File: src/cpu_bus_pkg.sv
// constants for the processor-side bus pin control block
// assumes a single 20 mhz system clock domain
package cpu_bus_pkg;
    localparam int addr_width = 16;
    localparam int data_width = 8;
    localparam int port_addr_width = 8;
    localparam logic [15:0] addr_reset = 16'h0000;
    localparam logic [7:0] data_reset = 8'h00;
    localparam logic strobe_idle = 1'b1;
    typedef enum logic [4:0]
    {
        st_idle = 5'b00001,
        st_memory = 5'b00010,
        st_port = 5'b00100,
        st_ack = 5'b01000,
        st_refresh = 5'b10000
    } bus_state_t;
    typedef enum logic [2:0]
    {
        cyc_none = 3'h0,
        cyc_fetch = 3'h1,
        cyc_mem_read = 3'h2,
        cyc_mem_write = 3'h3,
        cyc_port_read = 3'h4,
        cyc_port_write = 3'h5,
        cyc_int_ack = 3'h6,
        cyc_refresh = 3'h7
    } cycle_kind_t;
endpackage

File: src/cpu_bus_pins.sv
// processor bus pin driver: strobes, address, data and direction control
// assumes core requests on clk_in; pins from outside pass two flip-flops
`timescale 1ns/10ps
module cpu_bus_pins
    import cpu_bus_pkg::*;
(
    input wire logic clk_in,
    input wire logic rst_in,
    input wire logic emulation_mode_in,
    input wire logic ext_master_in,
    input wire logic cycle_start_in,
    input wire cycle_kind_t cycle_kind_in,
    input wire logic [15:0] cycle_addr_in,
    input wire logic [7:0] write_data_in,
    input wire logic [7:0] refresh_addr_in,
    input wire logic internal_target_in,
    input wire logic [7:0] periph_read_data_in,
    output logic cycle_done_out,
    output logic [7:0] read_data_out,
    input wire logic [15:0] addr_pin_in,
    output logic [15:0] addr_pin_out,
    output logic addr_pin_oe_out,
    input wire logic [7:0] data_pin_in,
    output logic [7:0] data_pin_out,
    output logic data_pin_oe_out,
    input wire logic load_strobe_n_in,
    output logic load_strobe_n_out,
    input wire logic write_strobe_n_in,
    output logic write_strobe_n_out,
    input wire logic memory_cycle_strobe_n_in,
    output logic memory_cycle_strobe_n_out,
    input wire logic port_cycle_strobe_n_in,
    output logic port_cycle_strobe_n_out,
    output logic strobe_oe_out,
    output logic opcode_fetch_cycle_n_out,
    output logic opcode_fetch_cycle_n_oe_out,
    output logic ext_access_out,
    output logic [15:0] ext_addr_out,
    output logic [7:0] ext_write_data_out,
    output logic ext_read_out,
    output logic ext_write_out
);
    typedef struct packed
    {
        bus_state_t state;
        logic [1:0] phase;
        logic reading;
        logic internal;
        logic fetch;
        logic [15:0] addr;
        logic [7:0] wdata;
        logic [7:0] rdata;
        logic done;
        logic [1:0] ext_sync;
        logic [1:0] emu_sync;
        logic [1:0] rd_sync;
        logic [1:0] wr_sync;
        logic [1:0] memory_cycle_strobe_n_sync;
        logic [1:0] port_cycle_strobe_n_sync;
        logic [15:0] ext_addr_s1;
        logic [15:0] ext_addr;
        logic [7:0] ext_data_s1;
        logic [7:0] ext_data;
        logic [7:0] ext_rdata;
        logic wr_seen;
        logic ext_wr_pulse;
    } state_t;

    state_t cur;
    state_t next_cur;
    logic ext_mode;
    logic ext_rd;
    logic ext_wr;

    assign ext_mode = cur.ext_sync[1];
    // port strobe low with load or write strobe low: an external peripheral access
    assign ext_rd = ext_mode && !cur.rd_sync[1] && !cur.port_cycle_strobe_n_sync[1];
    assign ext_wr = ext_mode && !cur.wr_sync[1] && !cur.port_cycle_strobe_n_sync[1];

    always_comb
    begin
        next_cur = cur;
        next_cur.done = 1'b0;
        next_cur.ext_wr_pulse = 1'b0;
        next_cur.ext_sync = {cur.ext_sync[0], ext_master_in};
        next_cur.emu_sync = {cur.emu_sync[0], emulation_mode_in};
        next_cur.rd_sync = {cur.rd_sync[0], load_strobe_n_in};
        next_cur.wr_sync = {cur.wr_sync[0], write_strobe_n_in};
        next_cur.memory_cycle_strobe_n_sync = {cur.memory_cycle_strobe_n_sync[0], memory_cycle_strobe_n_in};
        next_cur.port_cycle_strobe_n_sync = {cur.port_cycle_strobe_n_sync[0], port_cycle_strobe_n_in};
        next_cur.ext_addr_s1 = addr_pin_in;
        next_cur.ext_addr = cur.ext_addr_s1;
        next_cur.ext_data_s1 = data_pin_in;
        next_cur.ext_data = cur.ext_data_s1;
        next_cur.ext_rdata = periph_read_data_in;
        next_cur.wr_seen = ext_wr;
        if (ext_wr && !cur.wr_seen)
        begin
            next_cur.ext_wr_pulse = 1'b1;
        end
        case (cur.state)
            st_idle:
            begin
                // no new cycles while the external master owns the bus
                if (cycle_start_in && !ext_mode)
                begin
                    next_cur.phase = 2'h0;
                    next_cur.addr = cycle_addr_in;
                    next_cur.wdata = write_data_in;
                    next_cur.internal = internal_target_in;
                    next_cur.fetch = 1'b0;
                    next_cur.reading = 1'b1;
                    case (cycle_kind_in)
                        cyc_fetch:
                        begin
                            next_cur.fetch = 1'b1;
                            next_cur.state = st_memory;
                        end
                        cyc_mem_read: next_cur.state = st_memory;
                        cyc_mem_write:
                        begin
                            next_cur.reading = 1'b0;
                            next_cur.state = st_memory;
                        end
                        cyc_port_read: next_cur.state = st_port;
                        cyc_port_write:
                        begin
                            next_cur.reading = 1'b0;
                            next_cur.state = st_port;
                        end
                        cyc_int_ack:
                        begin
                            next_cur.fetch = 1'b1;
                            next_cur.internal = 1'b0;
                            next_cur.state = st_ack;
                        end
                        cyc_refresh:
                        begin
                            next_cur.reading = 1'b0;
                            next_cur.addr = {cycle_addr_in[15:8],
                                refresh_addr_in};
                            next_cur.state = st_refresh;
                        end
                        default: next_cur.state = st_idle;
                    endcase
                end
            end
            st_memory, st_port, st_ack, st_refresh:
            begin
                next_cur.phase = cur.phase + 2'h1;
                // data sampled on the last phase, strobes still active;
                // ack runs one phase longer: the vector only appears once
                // the port strobe is low, and needs two flops to arrive
                if ((cur.phase == 2'h2 && cur.state != st_ack)
                    || cur.phase == 2'h3)
                begin
                    next_cur.rdata = cur.internal ? periph_read_data_in
                        : cur.ext_data;
                    next_cur.done = 1'b1;
                    next_cur.state = st_idle;
                    next_cur.fetch = 1'b0;
                end
            end
            default: next_cur.state = st_idle;
        endcase
    end

    always_ff @(posedge clk_in or posedge rst_in)
    begin
        if (rst_in)
        begin
            cur <= '{state: st_idle, default: '0};
        end
        else
        begin
            cur <= next_cur;
        end
    end

    always_comb
    begin
        addr_pin_out = cur.addr;
        addr_pin_oe_out = !ext_mode;
        strobe_oe_out = !ext_mode;
        // a refresh cycle only sets the low byte; high byte follows caller
        memory_cycle_strobe_n_out = !(cur.state == st_memory
            || cur.state == st_refresh);
        port_cycle_strobe_n_out = !((cur.state == st_port)
            || (cur.state == st_ack && cur.phase != 2'h0));
        load_strobe_n_out = !(cur.reading && (cur.state == st_memory
            || cur.state == st_port));
        write_strobe_n_out = !(!cur.reading && cur.phase != 2'h0
            && (cur.state == st_memory || cur.state == st_port));
        opcode_fetch_cycle_n_out = !cur.fetch;
        opcode_fetch_cycle_n_oe_out = !cur.emu_sync[1];
        data_pin_out = cur.wdata;
        data_pin_oe_out = 1'b0;
        if (ext_mode)
        begin
            data_pin_out = cur.ext_rdata;
            data_pin_oe_out = ext_rd;
        end
        else if (cur.state == st_memory || cur.state == st_port)
        begin
            if (cur.internal)
            begin
                // internal transfers are mirrored on the pins both ways
                data_pin_out = cur.reading ? periph_read_data_in
                    : cur.wdata;
                data_pin_oe_out = 1'b1;
            end
            else
            begin
                data_pin_oe_out = !cur.reading;
            end
        end
        cycle_done_out = cur.done;
        read_data_out = cur.rdata;
        ext_access_out = ext_mode;
        ext_addr_out = cur.ext_addr;
        ext_write_data_out = cur.ext_data;
        ext_read_out = ext_rd;
        ext_write_out = cur.ext_wr_pulse;
    end
endmodule

File: config.mk
export PLATFORM = sky130hd
export DESIGN_NAME = cpu_bus_pins
export DESIGN_NICKNAME = d
export VERILOG_FILES = /design/src/cpu_bus_pkg.sv /design/src/cpu_bus_pins.sv
export SDC_FILE = /design/constraint.sdc
export NUM_CORES = 1
export LEC_CHECK = 0
export ABC_AREA = 1
export BUFFER_PORTS_ARGS = -buffer_cell sky130_fd_sc_hd__buf_2
export CAP_MARGIN = 20
export CORE_MARGIN = 10
export CORE_UTILIZATION = 35
export DETAILED_ROUTE_END_ITERATION = 8
export PLACE_DENSITY = 0.61
export SLEW_MARGIN = 10
export SYNTH_ARGS = -nofsm -noshare
export SYNTH_HDL_FRONTEND = slang
export SYNTH_SLANG_ARGS = --single-unit
export TNS_END_PERCENT = 20
File: constraint.sdc
create_clock -name clk_in -period 3.4 [get_ports clk_in]
set_input_delay 0.34 -clock clk_in [delete_from_list [all_inputs] [get_ports clk_in]]
set_output_delay 0.34 -clock clk_in [all_outputs]
set_load 0.05 [all_outputs]
# After elaboration in Yosys (flattened, before gate mapping)
# Index checks and enable logic that the tools add are counted.
[totals]
out_inout_bits = 69
elab_cells = 100
regBits = 111
input_bits = 77
[classes]
n_eq_ne = 17
reduce_logical = 39
add_sub_neg = 1
mux = 22
[op_table]
columns = ["operator", "n"]
rows = [
  ["8-bit two-way mux", 6],
  ["34-bit two-way mux", 1],
  ["5-bit one-hot mux with 4 select lines", 1],
  ["3-bit equality test (second input constant)", 4],
  ["1-bit logical NOT", 12],
  ["1-bit logical AND", 11],
  ["1-bit two-way mux", 10],
  ["5-bit one-hot mux with 2 select lines", 1],
  ["2-bit AND reduction", 4],
  ["3-bit by 2-bit equality test with 1-bit output (second input constant)", 2],
  ["3-bit OR reduction", 2],
  ["5-bit by 1-bit equality test with 1-bit output (second input constant)", 1],
  ["5-bit by 2-bit equality test with 1-bit output (second input constant)", 1],
  ["5-bit by 3-bit equality test with 1-bit output (second input constant)", 1],
  ["5-bit by 4-bit equality test with 1-bit output (second input constant)", 1],
  ["5-bit equality test (second input constant)", 1],
  ["5-bit two-way mux", 1],
  ["5-bit by 4-bit inequality test with 1-bit output (second input constant)", 1],
  ["2-bit equality test (second input constant)", 2],
  ["1-bit logical OR", 4],
  ["2-bit inequality test (second input constant)", 2],
  ["2-bit one-hot mux with 2 select lines", 1],
  ["2-bit nonzero test", 2],
  ["2-bit OR reduction", 2],
  ["other kinds (5)", 5],
]

# Logic depth before layout (Yosys ltp)
[logic_depth]
depth_word = 5
ltp_mapped = 10

# Worst setup path after synthesis
# Ideal clock, no wire load.
[synth_timing]
path_type = "register to output"
start = "reg cur (netlist bit ext_access_out)"
end = "out data_pin_oe_out"
path_slack_ns = 0.508
arrival_time_ns = 2.552
stages_incl_launch_ff = 4
required_ns = 3.060
cell_sequence = "dfrtp_1 -> clkinv_1 -> or2_2 -> o22ai_1"
[synth_between]
elab_chain_cells = 3
[synth_rtl]
columns = ["element", "line", "source"]
rows = [
  ["start, declared", "cpu_bus_pins.sv:69", "state_t cur;"],
  ["start signal, assigned", "cpu_bus_pins.sv:176", "cur <= next_cur;"],
  ["1-bit logical AND (2 in series)", "cpu_bus_pins.sv:77", "assign ext_rd = ext_mode && !cur.rd_sync[1] && !cur.port_cycle_strobe_n_sync[1];"],
  ["1-bit two-way mux (*)", "cpu_bus_pins.sv:198", "if (ext_mode)"],
  ["end, declared", "cpu_bus_pins.sv:25", "output logic data_pin_oe_out,"],
]
# Every way passes the cells marked *; elsewhere a longest branch is shown, timed or not.

# Final worst setup path
[layout_timing]
start = "reg cur[111] (netlist name)"
end = "out data_pin_oe_out"
[layout_between]
elab_chain_cells = 4
[layout_rtl]
columns = ["element", "line", "source"]
rows = [
  ["5-bit by 2-bit equality test with 1-bit output / 5-bit by 3-bit equality test with 1-bit output (equally long branches)", "cpu_bus_pins.sv:203", "else if (cur.state == st_memory || cur.state == st_port)"],
  ["1-bit logical OR (*)", "cpu_bus_pins.sv:203", ""],
  ["1-bit two-way mux (*)", "cpu_bus_pins.sv:203", ""],
  ["1-bit two-way mux (*)", "cpu_bus_pins.sv:198", ""],
]
# Marked as above.

==> results.py <==
metrics = {
    "status": {
        "outcome": "completed",
    },
    "die": {
        "core_um2": 12700,
        "die_h_um": 134,
        "rows": 41,
        "ios": 146,
        "dieArea_um2": 18000,
        "initial_core_util": 0.360,
        "die-width_um": 134,
    },
    "critical_path": {
        "cp-start-kind": "flop",
        "crit_arrival_ps": 2210,
        "worstPathRequired_ps": 3060,
        "critical_path.max_fanout": 11,
        "r2r_slack_ps": 1310,
        "r2r_end": "cur[84]",
        "ff2ff_path_depth": 6,
        "worst_setup_path_end_kind": "output pin",
        "criticalPathCategory": "reg2out",
        "r2r-start": "ext_access_out",
    },
    "min_path": {
        "hold_end": "cur[23]",
        "holdPathStages": 1,
        "holdCritPathClass": "in2reg",
        "hold_start": "data_pin_in[5]",
    },
    "pwr": {
        "p_leak_nw": 2.79,
        "ir_worst_vdd_mv": 0.382,
        "power_density_nw_per_um2": 858,
    },
    "placement": {
        "pre_cts_slack_ps": 1180,
        "port_buffers": 144,
        "dp_hpwl_um": 8090,
        "place_area_um2": 5090,
        "place.gp.congestion": 0.769,
    },
    "routing": {
        "via_count": 3155,
        "wl_um": 10900,
        "drtPass1Iterations": 6,
        "antenna_left": 0,
        "drtIter0Drc": 103,
        "vias_per_cell": 4.34,
        "drc": 0,
        "wire_per_inst_um": 14.9,
    },
    "finish": {
        "final_util": 0.429,
        "drive_gt1_frac": 0.348,
        "final_area_um2": 5430,
        "fin_nets": 630,
        "antenna-diode-count": 0,
        "area_growth_pct": 19.2,
    },
    "logic_synthesis": {
        "synth_nets": 533,
        "ys_types": 32,
        "syn-mean-instance-area_um2": 10.1,
        "yosys_warnings": 0,
        "synth-seq-cells": 111,
        "syn_area_um2": 4560,
        "postSynthCellCount": 453,
        "synth_seq_area_share": 0.610,
    },
    "sta": {
        "tightest_slew_ps": 916,
        "timing.hold.ws_ps": 90.6,
        "fmax_mhz": 392,
        "clock_skew_ps": 7.92,
        "post-route-min-period_ps": 2550,
        "finalSetupViolations": 0,
        "fin_ws_ps": 850,
        "rsz0062_at_grt": "false",
        "hold_viol": 0,
        "final_max_slew_viol_count": 0,
        "fin_crit_sh": 0.750,
        "final.setup.tns_ps": 0,
        "max-slew-margin-rel": 0.390,
    },
    "clock_network": {
        "cts-htree-levels": 3,
        "root_buffer": "clkbuf_16",
        "cts_buffers": 9,
        "clockBufferDepth": 2,
        "cts.sinks": 111,
        "clock_latency_ps": 350,
        "hold_buffers": 0,
        "clk_pin_slew_ps": 70,
        "cts_resized": 0,
        "cts_tree": "built",
        "post_cts_buffers": 0,
    },
    "global_routing": {
        "antenna_found_initial": 0,
        "top_usage_layer": "met2",
        "globalRouteTotalUtil": 0.123,
        "grt_use_met3": 0.0635,
        "met2_usage": 0.205,
        "grtUsageMet1": 0.135,
        "grt_pass1_wl_um": 17600,
        "grt_max_degree": 75,
        "grt_pass1_vias": 3354,
        "grt_overflow": 0,
    },
    "flow_run": {
        "max-cap-violations": 0,
    },
}
where the power goes:
| group | switching, mW | leakage, nW | internal [mW] |
|---|---|---|---|
| logic | 1.25 | 1.31 | 0.455 |
| clock network | 0.477 | 0.168 | 0.678 |
| registers | 0.212 | 1.31 | 1.58 |
stage by stage:
| step | power [mW] | cells |
|---|---|---|
| 5_1_grt | 4.97 | 727 |
| 4_1_cts | 4.75 | 727 |
| 6_report | 4.66 | 727 |
| 3_3_place_gp | 3.52 | 711 |
| 2_1_floorplan | 3.35 | 453 |
| 3_5_place_dp | 3.56 | 711 |
synth_stat cells:
| cell | instances | area (µm²) |
|---|---|---|
| nor2_4 | 1 | 11.3 |
| o21ai_0 | 19 | 95.1 |
| buf_2 | 6 | 30.0 |
| clkinv_1 | 2 | 7.51 |
| buf_4 | 51 | 383 |
| buf_6 | 2 | 22.5 |
| nor3_1 | 2 | 10.0 |
| nand3_2 | 1 | 10.0 |
| inv_1 | 20 | 75.1 |
| a31oi_1 | 8 | 50.1 |
| dfstp_2 | 1 | 26.3 |
| ha_1 | 3 | 37.5 |
| nand2_2 | 4 | 25.0 |
| nor3_2 | 1 | 10.0 |
| nand3_1 | 11 | 55.1 |
| o21a_1 | 1 | 7.51 |
| clkbuf_1 | 3 | 11.3 |
| o211ai_1 | 1 | 7.51 |
| dfrtp_1 | 110 | 2750 |
| o22ai_1 | 1 | 6.26 |
| nand4_2 | 1 | 12.5 |
| nor2_2 | 2 | 12.5 |
| nand2_4 | 3 | 33.8 |
| o21ai_1 | 14 | 70.1 |
| mux2i_1 | 8 | 80.1 |
| nor2_1 | 20 | 75.1 |
| or2_2 | 1 | 6.26 |
| o21ai_2 | 8 | 70.1 |
| nand2_1 | 141 | 529 |
| a21oi_1 | 1 | 5.00 |
| o2111ai_1 | 1 | 8.76 |
| inv_2 | 5 | 18.8 |
logic make-up after synthesis:
family          share of synthesized area
simple gates                        0.174
flops                               0.610
buf+inv                             0.120
compound gates                     0.0703
mux                                0.0176
fa+ha+maj                         0.00824
sequential cells by signal, summed over array words and instances, names as in the netlist:
signal	count
ext_write_data_out	8
cur	60
ext_write_out	1
ext_access_out	1
cycle_done_out	1
addr_pin_out	16
read_data_out	8
ext_addr_out	16
worst max path at each step:
stage | slack (ps) | end | depth (start not counted) | from
finish | 850 | data_pin_oe_out | 6 | cur[111]
global route | 620 | data_pin_out[2] | 8 | cur[111]
CTS | 780 | data_pin_oe_out | 6 | cur[111]
detailed placement | 1180 | data_pin_oe_out | 6 | cur[111]
global placement | 1220 | data_pin_oe_out | 6 | cur[111]
floorplan | 130 | addr_pin_out[0] | 1 | rst_in
layout make-up:
cell class | count | area, µm²
Sequential cell | 111 | 2780
Timing Repair Buffer | 148 | 763
Clock buffer | 10 | 239
Inverter | 27 | 104
Fill cell | 1277 | 7240
Tap cell | 172 | 215
Clock inverter | 6 | 101
Multi-Input combinational cell | 253 | 1230
cells in the final DEF, fill, tap and decap left out, types with 2 or more instances in the layout:
| master | count |
|---|---|
| buf_2 | 144 |
| o21ai_1 | 14 |
| nor2_2 | 2 |
| nor2_1 | 20 |
| buf_4 | 3 |
| nand2_2 | 4 |
| nand2_1 | 141 |
| mux2i_1 | 8 |
| bufinv_16 | 2 |
| nand3_1 | 11 |
| inv_2 | 5 |
| clkinv_1 | 2 |
| ha_1 | 3 |
| dfrtp_1 | 110 |
| nand2_4 | 3 |
| inv_1 | 19 |
| o21ai_0 | 19 |
| clkbuf_16 | 9 |
| nor3_1 | 2 |
| o21ai_2 | 8 |
| a31oi_1 | 8 |
critical path, cell delays in order (launching register included):
cell and delay, ps:
dfrtp_1 430, nor2_4 200, nand3_2 230, nand2_1 410
o21ai_1 170, o22ai_1 140, buf_2 290
layer usage:
layer / part of all wire / vias up
li1: - / 1574
met1: 0.41 / 1475
met2: 0.49 / 95
met3: 0.089 / 11
met4: 0.014 / 0
met5: 0 / -
Power figures use the tool's default switching activity.
